--- src/node_regs_pkg.sv ---
// Constants, field layouts and carrier types for the serial node configuration
// and diagnostic register bank.
// Assumes a protocol engine that hands decoded register accesses to the bank.
package node_regs_pkg;

  // ****************************************
  // Register addresses
  // ****************************************
  localparam logic [15:0] ADDR_IDENTITY  = 16'h7531;
  localparam logic [15:0] ADDR_NODE_SW   = 16'h7532;
  localparam logic [15:0] ADDR_CFG_SW    = 16'h7533;
  localparam logic [15:0] ADDR_RX_CNT    = 16'h7534;
  localparam logic [15:0] ADDR_ERR_CNT   = 16'h7536;
  localparam logic [15:0] ADDR_TX_CNT    = 16'h7538;
  localparam logic [15:0] ADDR_UPTIME    = 16'h753C;
  localparam logic [15:0] ADDR_STOP_BITS = 16'h7542;
  localparam logic [15:0] ADDR_DATA_BITS = 16'h7543;
  localparam logic [15:0] ADDR_PARITY    = 16'h7544;
  localparam logic [15:0] ADDR_ACTION    = 16'h9C41;
  localparam logic [15:0] ADDR_LINE_RATE = 16'h9C51;

  // ****************************************
  // Field positions and values
  // ****************************************
  localparam int          IDENT_TYPE_LSB  = 0;
  localparam int          IDENT_VER_LSB   = 8;
  localparam logic [7:0]  FW_SCALE        = 8'h0A;
  localparam logic [15:0] LINE_RATE_RESET = 16'h1E00;
  localparam logic [19:0] RATE_MULT       = 20'h0_000A;
  localparam logic [15:0] STOP_BITS_VAL   = 16'h0001;
  localparam logic [15:0] DATA_BITS_VAL   = 16'h0008;
  localparam logic [15:0] PARITY_VAL      = 16'h0000;
  localparam logic [2:0]  RATE_SW_ALL_OFF = 3'h0;

  // Action codes
  localparam logic [15:0] CODE_RESET    = 16'h01FF;
  localparam logic [15:0] CODE_RELOAD   = 16'h02FF;
  localparam logic [15:0] CODE_DEFAULTS = 16'h03FF;
  localparam logic [15:0] CODE_BOOT     = 16'h04FF;

  // ****************************************
  // Timing
  // ****************************************
  localparam int SECOND_NS     = 1000000000;
  localparam int CLK_PERIOD_NS = 100;
  localparam int SECOND_CYCLES = SECOND_NS / CLK_PERIOD_NS;

  // ****************************************
  // Types
  // ****************************************
  typedef enum logic [2:0] {
    ACT_NONE     = 3'b000,
    ACT_RESET    = 3'b001,
    ACT_RELOAD   = 3'b010,
    ACT_DEFAULTS = 3'b011,
    ACT_BOOT     = 3'b100
  } action_t;

  typedef struct packed {
    logic        rd;
    logic        wr;
    logic [15:0] addr;
    logic [15:0] wdata;
  } reg_req_t;

  typedef struct packed {
    logic rx_good;
    logic err_reply;
    logic tx_frame;
  } frame_events_t;

  typedef struct packed {
    logic reset;
    logic reload;
    logic defaults;
    logic bootloader;
  } action_pulse_t;

endpackage : node_regs_pkg

--- src/frame_counter.sv ---
// Event counter with synchronous clear; an event in the clear cycle counts.
// Assumes single-cycle event pulses on sys_clk.
`timescale 1ns/1ps
module frame_counter #(
  parameter int WIDTH = 32
) (
  input  wire logic             sys_clk,
  input  wire logic             reset_n,
  input  wire logic             clear,
  input  wire logic             inc,
  output logic      [WIDTH-1:0] count
);

  logic [WIDTH-1:0] count_reg;
  logic [WIDTH-1:0] count_next;

  // Next count: clear first, then the event so it is never lost
  always_comb begin
    count_next = clear ? '0 : count_reg;
    if (inc) begin
      count_next = count_next + 1'b1;
    end
  end

  // Counter state
  always_ff @(posedge sys_clk or negedge reset_n) begin
    if (!reset_n) begin
      count_reg <= '0;
    end else begin
      count_reg <= count_next;
    end
  end

  assign count = count_reg;

endmodule : frame_counter

--- src/node_config_regs.sv ---
// Configuration and diagnostic register bank of a serial lighting node.
// Assumes the protocol engine presents one decoded register access per cycle
// and pulses frame events for one cycle each.
// Behaviour
// - Identity word: type code low byte, firmware version times ten high byte.
// - Action writes 511 reset, 767 reload, 1023 defaults, 1279 bootloader.
// - Address switch setting is readable live.
// - Configuration switch setting is readable live as an integer.
// - 32-bit counter of valid received request frames.
// - 32-bit counter of transmitted error replies.
// - 32-bit counter of all transmitted messages.
// - Frame counters clear on power-up and on line parameter change.
// - 16-bit uptime counts seconds since power-up or reset.
// - Line-rate register sets speed only when rate switch sections 1-3 off.
// - Bit rate equals register value times ten; default 7680.
// - Exactly one stop bit; stop-bit register reads one.
// - Written transmission settings apply only after restart; switches apply live.
// - Eight data bits; data-bit register reads eight.
// - No parity; parity register reads zero.
`timescale 1ns/1ps
module node_config_regs
  import node_regs_pkg::*;
#(
  parameter logic [7:0] MODULE_TYPE      = 8'h5A, // Arbitrary type code
  parameter int         FW_MAJOR         = 1,
  parameter int         FW_MINOR         = 0,
  parameter int         SECOND_CYCLES_P  = SECOND_CYCLES
) (
  input  wire logic          sys_clk,
  input  wire logic          reset_n,
  input  reg_req_t           reg_req,
  output logic        [15:0] reg_rdata,
  output logic               reg_ack,
  output logic               reg_err,
  input  wire logic   [7:0]  address_switch,
  input  wire logic   [7:0]  config_switch,
  input  wire logic   [2:0]  rate_selector_switch,
  input  frame_events_t      frame_events,
  output action_pulse_t      action_pulse,
  output logic        [19:0] line_rate_bps,
  output logic               rate_from_register,
  output logic        [3:0]  char_data_bits,
  output logic        [1:0]  char_stop_bits,
  output logic               parity_on
);

  // ****************************************
  // Declarations
  // ****************************************
  localparam logic [7:0] FW_X10 = 8'(FW_MAJOR) * FW_SCALE + 8'(FW_MINOR);
  localparam logic [15:0] IDENT_WORD = {FW_X10, MODULE_TYPE};

  logic [15:0]   line_rate_setting_reg, line_rate_setting_next;
  logic [15:0]   applied_rate_reg, applied_rate_next;
  logic [15:0]   rdata_reg, rdata_next;
  logic          ack_reg, ack_next;
  logic          err_reg, err_next;
  action_t       action_reg, action_next;
  logic [23:0]   tick_cnt_reg, tick_cnt_next;
  logic [15:0]   uptime_reg, uptime_next;
  logic [19:0]   rate_cfg_reg, rate_cfg_next;
  logic          cfg_seen_reg, cfg_seen_next;
  logic          second_tick;
  logic          clear_counters;
  logic          req_any;
  logic [19:0]   rate_cfg_now;
  logic [2:0]    event_vec;
  logic [31:0]   counts [3];

  assign req_any   = reg_req.rd | reg_req.wr;
  assign event_vec = {frame_events.rx_good, frame_events.err_reply, frame_events.tx_frame};

  // ****************************************
  // Frame counters
  // ****************************************
  // Index 2 received, 1 error replies, 0 transmitted
  genvar gi;
  generate
    for (gi = 0; gi < 3; gi++) begin : g_cnt
      frame_counter #(.WIDTH(32)) u_cnt (
        .sys_clk (sys_clk),
        .reset_n (reset_n),
        .clear   (clear_counters),
        .inc     (event_vec[gi]),
        .count   (counts[gi])
      );
    end
  endgenerate

  // Line parameter change detection over switch selection and applied rate
  assign rate_cfg_now   = {rate_selector_switch, (rate_selector_switch == RATE_SW_ALL_OFF), applied_rate_reg};
  assign clear_counters = cfg_seen_reg && (rate_cfg_now != rate_cfg_reg);

  always_comb begin
    rate_cfg_next = rate_cfg_now;
    cfg_seen_next = 1'b1;
  end

  always_ff @(posedge sys_clk or negedge reset_n) begin
    if (!reset_n) begin
      rate_cfg_reg <= 20'h0_0000;
      cfg_seen_reg <= 1'b0;
    end else begin
      rate_cfg_reg <= rate_cfg_next;
      cfg_seen_reg <= cfg_seen_next;
    end
  end

  // ****************************************
  // Uptime seconds
  // ****************************************
  assign second_tick = (tick_cnt_reg == 24'(SECOND_CYCLES_P - 1));

  always_comb begin
    tick_cnt_next = second_tick ? 24'h00_0000 : tick_cnt_reg + 24'h00_0001;
    uptime_next   = second_tick ? uptime_reg + 16'h0001 : uptime_reg;
  end

  always_ff @(posedge sys_clk or negedge reset_n) begin
    if (!reset_n) begin
      tick_cnt_reg <= 24'h00_0000;
      uptime_reg   <= 16'h0000;
    end else begin
      tick_cnt_reg <= tick_cnt_next;
      uptime_reg   <= uptime_next;
    end
  end

  // ****************************************
  // Register writes and actions
  // ****************************************
  always_comb begin
    line_rate_setting_next = line_rate_setting_reg;
    applied_rate_next      = applied_rate_reg;
    action_next            = ACT_NONE;
    if (reg_req.wr && reg_req.addr == ADDR_LINE_RATE) begin
      line_rate_setting_next = reg_req.wdata; // Stored only
    end else if (reg_req.wr && reg_req.addr == ADDR_ACTION) begin
      if (reg_req.wdata == CODE_RESET) begin
        action_next = ACT_RESET;
      end else if (reg_req.wdata == CODE_RELOAD) begin
        action_next = ACT_RELOAD;
      end else if (reg_req.wdata == CODE_DEFAULTS) begin
        action_next = ACT_DEFAULTS;
      end else if (reg_req.wdata == CODE_BOOT) begin
        action_next = ACT_BOOT;
      end else begin
        action_next = ACT_NONE;
      end
    end
    // Reload acts as the settings restart; defaults reset the stored value to LINE_RATE_RESET, applied rate kept
    case (action_reg)
      ACT_RELOAD:   applied_rate_next = line_rate_setting_reg;
      ACT_DEFAULTS: line_rate_setting_next = LINE_RATE_RESET;
      default:      applied_rate_next = applied_rate_reg;
    endcase
  end

  always_ff @(posedge sys_clk or negedge reset_n) begin
    if (!reset_n) begin
      line_rate_setting_reg <= LINE_RATE_RESET;
      applied_rate_reg      <= LINE_RATE_RESET;
      action_reg            <= ACT_NONE;
    end else begin
      line_rate_setting_reg <= line_rate_setting_next;
      applied_rate_reg      <= applied_rate_next;
      action_reg            <= action_next;
    end
  end

  // One-cycle action strobes
  assign action_pulse.reset      = (action_reg == ACT_RESET);
  assign action_pulse.reload     = (action_reg == ACT_RELOAD);
  assign action_pulse.defaults   = (action_reg == ACT_DEFAULTS);
  assign action_pulse.bootloader = (action_reg == ACT_BOOT);

  // ****************************************
  // Register reads
  // ****************************************
  always_comb begin
    rdata_next = 16'h0000;
    err_next   = 1'b0;
    ack_next   = req_any;
    if (reg_req.wr) begin
      err_next = !(reg_req.addr == ADDR_LINE_RATE || reg_req.addr == ADDR_ACTION);
    end else if (reg_req.addr == ADDR_IDENTITY) begin
      rdata_next = IDENT_WORD;
    end else if (reg_req.addr == ADDR_NODE_SW) begin
      rdata_next = {8'h00, address_switch};
    end else if (reg_req.addr == ADDR_CFG_SW) begin
      rdata_next = {8'h00, config_switch};
    end else if (reg_req.addr == ADDR_RX_CNT) begin
      rdata_next = counts[2][31:16];
    end else if (reg_req.addr == ADDR_RX_CNT + 16'h0001) begin
      rdata_next = counts[2][15:0];
    end else if (reg_req.addr == ADDR_ERR_CNT) begin
      rdata_next = counts[1][31:16];
    end else if (reg_req.addr == ADDR_ERR_CNT + 16'h0001) begin
      rdata_next = counts[1][15:0];
    end else if (reg_req.addr == ADDR_TX_CNT) begin
      rdata_next = counts[0][31:16];
    end else if (reg_req.addr == ADDR_TX_CNT + 16'h0001) begin
      rdata_next = counts[0][15:0];
    end else if (reg_req.addr == ADDR_UPTIME) begin
      rdata_next = uptime_reg;
    end else if (reg_req.addr == ADDR_STOP_BITS) begin
      rdata_next = STOP_BITS_VAL;
    end else if (reg_req.addr == ADDR_DATA_BITS) begin
      rdata_next = DATA_BITS_VAL;
    end else if (reg_req.addr == ADDR_PARITY) begin
      rdata_next = PARITY_VAL;
    end else if (reg_req.addr == ADDR_LINE_RATE) begin
      rdata_next = line_rate_setting_reg;
    end else if (reg_req.addr == ADDR_ACTION) begin
      rdata_next = 16'h0000; // Write-only
    end else begin
      err_next = 1'b1;
    end
  end

  always_ff @(posedge sys_clk or negedge reset_n) begin
    if (!reset_n) begin
      rdata_reg <= 16'h0000;
      ack_reg   <= 1'b0;
      err_reg   <= 1'b0;
    end else begin
      rdata_reg <= rdata_next;
      ack_reg   <= ack_next;
      err_reg   <= err_next & ack_next;
    end
  end

  assign reg_rdata = rdata_reg;
  assign reg_ack   = ack_reg;
  assign reg_err   = err_reg;

  // ****************************************
  // Line format outputs
  // ****************************************
  assign rate_from_register = (rate_selector_switch == RATE_SW_ALL_OFF);
  assign line_rate_bps      = rate_from_register ? 20'(applied_rate_reg) * RATE_MULT : 20'h0_0000;
  assign char_data_bits     = DATA_BITS_VAL[3:0];
  assign char_stop_bits     = STOP_BITS_VAL[1:0];
  assign parity_on          = PARITY_VAL[0];

  // ****************************************
  // Checks
  // ****************************************
  ident_word_a: assert property (@(posedge sys_clk) disable iff (!reset_n)
    reg_req.rd && !reg_req.wr && reg_req.addr == ADDR_IDENTITY |=> reg_rdata == IDENT_WORD && reg_ack)
    else $error("identity word wrong");

  action_decode_a: assert property (@(posedge sys_clk) disable iff (!reset_n)
    reg_req.wr && reg_req.addr == ADDR_ACTION && reg_req.wdata == CODE_BOOT
    |=> action_pulse.bootloader ##1 action_pulse.bootloader
    == $past(reg_req.wr && reg_req.addr == ADDR_ACTION && reg_req.wdata == CODE_BOOT))
    else $error("bootloader action not a single pulse");

  action_ignore_a: assert property (@(posedge sys_clk) disable iff (!reset_n)
    reg_req.wr && reg_req.addr == ADDR_ACTION && reg_req.wdata != CODE_RESET && reg_req.wdata != CODE_RELOAD
    && reg_req.wdata != CODE_DEFAULTS && reg_req.wdata != CODE_BOOT |=> action_pulse == '0)
    else $error("undefined action triggered");

  addr_switch_a: assert property (@(posedge sys_clk) disable iff (!reset_n)
    reg_req.rd && !reg_req.wr && reg_req.addr == ADDR_NODE_SW |=> reg_rdata == {8'h00, $past(address_switch)})
    else $error("address switch readback wrong");

  rx_count_a: assert property (@(posedge sys_clk) disable iff (!reset_n)
    frame_events.rx_good && !clear_counters |=> counts[2] == $past(counts[2]) + 32'h0000_0001)
    else $error("received frame not counted");

  counter_clear_a: assert property (@(posedge sys_clk) disable iff (!reset_n)
    clear_counters && event_vec == 3'b000 |=> counts[0] == 32'h0000_0000 && counts[1] == 32'h0000_0000
    && counts[2] == 32'h0000_0000)
    else $error("counters not cleared on line change");

  uptime_tick_a: assert property (@(posedge sys_clk) disable iff (!reset_n)
    second_tick |=> uptime_reg == $past(uptime_reg) + 16'h0001 ##1 $stable(uptime_reg))
    else $error("uptime step wrong");

  rate_output_a: assert property (@(posedge sys_clk) disable iff (!reset_n)
    rate_from_register |-> line_rate_bps == 20'({applied_rate_reg, 3'b000}) + 20'({applied_rate_reg, 1'b0}))
    else $error("line rate not ten times register");

  rate_hold_a: assert property (@(posedge sys_clk) disable iff (!reset_n)
    reg_req.wr && reg_req.addr == ADDR_LINE_RATE && action_reg != ACT_RELOAD |=> $stable(applied_rate_reg))
    else $error("written rate applied before restart");

  stop_bits_a: assert property (@(posedge sys_clk) disable iff (!reset_n)
    reg_req.rd && !reg_req.wr && reg_req.addr == ADDR_STOP_BITS |=> reg_rdata == 16'h0001)
    else $error("stop bit readback wrong");

  rate_off_a: assert property (@(posedge sys_clk) disable iff (!reset_n)
    !rate_from_register |-> line_rate_bps == 20'h0_0000)
    else $error("register rate used while switch selects");

  err_count_a: assert property (@(posedge sys_clk) disable iff (!reset_n)
    frame_events.err_reply && !clear_counters |=> counts[1] == $past(counts[1]) + 32'h0000_0001)
    else $error("error reply not counted");

  tx_count_a: assert property (@(posedge sys_clk) disable iff (!reset_n)
    frame_events.tx_frame && !clear_counters |=> counts[0] == $past(counts[0]) + 32'h0000_0001)
    else $error("transmitted frame not counted");

  reload_apply_a: assert property (@(posedge sys_clk) disable iff (!reset_n)
    action_reg == ACT_RELOAD |=> applied_rate_reg == $past(line_rate_setting_reg))
    else $error("reload did not apply stored rate");

  defaults_restore_a: assert property (@(posedge sys_clk) disable iff (!reset_n)
    action_reg == ACT_DEFAULTS |=> line_rate_setting_reg == LINE_RATE_RESET)
    else $error("defaults did not restore line rate");

  action_ack_a: assert property (@(posedge sys_clk) disable iff (!reset_n)
    reg_req.wr && reg_req.addr == ADDR_ACTION |=> reg_ack && !reg_err)
    else $error("action write refused");

endmodule : node_config_regs

--- config.mk ---
export PLATFORM = sky130hd
export DESIGN_NAME = node_config_regs
export DESIGN_NICKNAME = d
export VERILOG_FILES = /design/src/node_regs_pkg.sv /design/src/frame_counter.sv /design/src/node_config_regs.sv
export SDC_FILE = /design/constraint.sdc
export NUM_CORES = 1
export LEC_CHECK = 0
export ABC_AREA = 0
export BUFFER_PORTS_ARGS = -buffer_cell sky130_fd_sc_hd__buf_2
export CELL_PAD_IN_SITES_DETAIL_PLACEMENT = 0
export CELL_PAD_IN_SITES_GLOBAL_PLACEMENT = 2
export CORE_MARGIN = 2
export CORE_UTILIZATION = 35
export CTS_CLUSTER_SIZE = 40
export DETAILED_ROUTE_END_ITERATION = 12
export HOLD_SLACK_MARGIN = 0.03
export PLACE_DENSITY = 0.85
export SETUP_SLACK_MARGIN = 0.1
export SYNTH_ARGS = -nofsm -noshare
export SYNTH_HDL_FRONTEND = slang
export SYNTH_SLANG_ARGS = --single-unit
--- constraint.sdc ---
create_clock -name sys_clk -period 2.7 [get_ports sys_clk]
set_input_delay 0.27 -clock sys_clk [delete_from_list [all_inputs] [get_ports sys_clk]]
set_output_delay 0.27 -clock sys_clk [all_outputs]
set_load 0.02 [all_outputs]
==> metrics.txt <==
minimum clock period 3180 ps; nets@finish 1461; Pre-antenna DRT Iters 8; Yosys top cell area share 0.448; post-synth cell types 67; CTS Buf Count 24; R2R Path Start applied_rate_reg[2]; WL per Instance 19.2 µm; DP HPWL 24500 µm; FF+latch count, synth 210; top post-synthesis cells by area dfrtp_1 45%, xor2_1 8.4%, nor2_1 4.6%; leading area contributor after synthesis dfrtp_1; Total GRT Usage 0.201; maxcap violations 0; TritonCTS clock tree yes; YS warnings 0; total leakage power 6.80 nW; Setup crit end kind output port; post-place setup slack -241 ps; maximum fanout along the worst path 3; Fillers 2946; crit share post-route 1.18; design area 15000 µm²; Synth Area per Inst 9.93 µm²; total congestion overflow 0; Setup TNS -11050 ps; clk slew on worst S/H paths 60 ps; EDFF count, synth 0; final critical-path setup slack -479 ps; routability cong. 0.942; FF-to-FF path depth 13; clock sinks 210; pwr dens 474 nW/µm²; DRT Wirelength 34300 µm; worst r2r dst g_cnt[1].u_cnt.count[10]; Crit. Startpoint applied_rate_reg[9]; Post-route DRC 0; Worst Tran Pin Value 896 ps; first-pass GRT wire length 52800 µm; max-slew violation count 0; Die Width 184 µm; RSZ-0062 raised after global routing true; post-synthesis cell area 11300 µm²; post-route ant nets 0; vias in the first global route 9372; die area 33700 µm²; Max clock buf depth 3; H-tree depth 1; DR vias 9529; initial DRC count 815; Reg2Reg Setup Slack -310 ps; area grow syn2layout 32.8%; FMAX 0.315 GHz; largest net degree at the start of global routing 112; prevailing post-synth register cell dfrtp_1; Vias/cell 5.33; startpoint types register; Hold Startpoint address_switch[1]; slew margin rel. 0.403; register area share after synthesis 0.467; core area 31600 µm²; # rows 65; Final setup viols 52; Initial Utilization 0.357; Post-synth ARST share 1.00; placed inst area 12900 µm²; crit path kind reg -> out; layout cells sized above 1 0.298; Finished Core Util 0.474; Worst EP arrival 2910 ps; status finished with violations; Largest register FFs 96; Clock Skew 12.2 ps; Power, Total 7.10 mW; final number of hold-violating endpoints 0; WP data required 2430 ps; VDD IR max 0.000434 V; Top Ports 108; initial antenna violation count 1; CTS root buffer clkbuf_16; worst skew pair latency 520 ps; # port buffers 99; violated checks negative setup slack; cell count after synthesis 1136; Die Y 184 µm; Hold Path Class in -> reg; Setup crit end line_rate_bps[18]
[cells by family (layout without fill, tap and decap cells)]
group / Yosys count / count (layout) / share of synthesized area
other: 2 / 10 / 0.000665
AND/OR/NAND/NOR: 474 / 474 / 0.215
AO/OA/AOI/OAI: 171 / 171 / 0.105
multiplexers: 30 / 30 / 0.0305
buffers and inverters: 65 / 306 / 0.0271
adder cells (fa/ha/maj): 34 / 34 / 0.0384
XOR/XNOR: 150 / 150 / 0.116
flip-flops: 210 / 210 / 0.467
[layer usage]
layer / wire, µm / track usage
met4: 1210 / 0.0669
met5: 0 / 0
met2: 16000 / 0.325
met1: 15200 / 0.273
met3: 1880 / 0.0345
[placed cells by master, fill, tap and decap left out, types with 9 or more instances in the layout]
cell,count
conb_1,9
a221oi_1,9
clkbuf_16,25
ha_4,22
o21ai_0,27
a21oi_1,31
dfrtp_1,199
o22ai_1,13
and4_1,16
buf_6,25
and2_1,10
nand2_1,74
nand2_2,17
a22oi_1,19
mux2_2,25
xor2_1,107
xnor2_1,40
and3_1,30
buf_2,84
nor2_1,134
nand3_1,45
inv_1,12
ha_1,11
nor3_1,13
buf_4,112
or3_1,12
a22o_1,14
dlygate4sd3_1,25
nand4_1,35
nor4_1,9
[area by class of cell]
cell class / count / area (µm²) / share of cell area
multi-input combinational: 868 / 6430 / 0.429
sequential: 210 / 5270 / 0.352
timing repair buffer: 252 / 1910 / 0.127
clock buffer: 32 / 692 / 0.0462
tap: 402 / 503 / 0.0336
clock inverter: 9 / 131 / 0.00877
inverter: 13 / 48.8 / 0.00326
antenna: 1 / 2.50 / 0.000167
[where the power goes]
| group | switching [mW] | internal (mW) | total (mW) |
|---|---|---|---|
| logic | 0.280 | 0.212 | 0.492 |
| registers | 0.0308 | 3.18 | 3.21 |
| clock network | 1.32 | 2.08 | 3.40 |
| total | 1.64 | 5.47 | 7.10 |
[critical path: stages, from the launching register on]
cell and delay (ps):
dfstp_2 540, buf_6 120, ha_4 200, ha_4 210, a21o_1 150, a21o_1 190, a22o_1 210, o311ai_2 320
a21oi_1 120, nor3b_2 170, buf_4 160
[Yosys cell counts, types with 5 or more instances]
master and count:
nand2b_1 8, buf_4 9, a22o_1 14, or3_1 12
mux2_2 25, dfrtp_1 202, and3_1 33, xnor2_1 42
buf_1 5, o22ai_1 14, a21oi_1 36, o21ai_0 31
a22oi_1 19, nor4_1 12, nor2_1 138, a222oi_1 8
inv_1 13, a211oi_1 6, a32o_1 7, ha_1 33
xor2_1 108, nor2b_1 16, and2_1 11, a221oi_1 9
clkbuf_1 31, nor3_1 19, a21o_1 5, nand4_1 35
and4_1 16, dfstp_2 8, nand2_1 93, nand3_1 54
[worst min path at each step]
| stage | endpoint | depth (start not counted) |
|---|---|---|
| 3_5_place_dp | action_reg[0] | 1 |
| 4_1_cts | reg_rdata[4] | 3 |
| 2_1_floorplan | action_reg[0] | 0 |
| 3_3_place_gp | action_reg[0] | 1 |
| 6_report | reg_rdata[1] | 3 |
| 5_1_grt | reg_rdata[1] | 3 |
[stage by stage]
step / cells / hold slack (ps)
floorplan: 1143 / -25.6
global placement: 1683 / 193
detailed placement: 1683 / 195
CTS: 1767 / 44.1
global route: 1787 / 74.3
finish: 1787 / 75.3
[what timing repair did]
item,CTS,global route
hold buffers,25,0
resized for setup,98,61
setup buffers,18,22
endpoints found under the setup margin,52,57
pin swaps,28,47
endpoints found under the hold margin,62,0
Note: power is estimated with default switching activity, not from simulation.
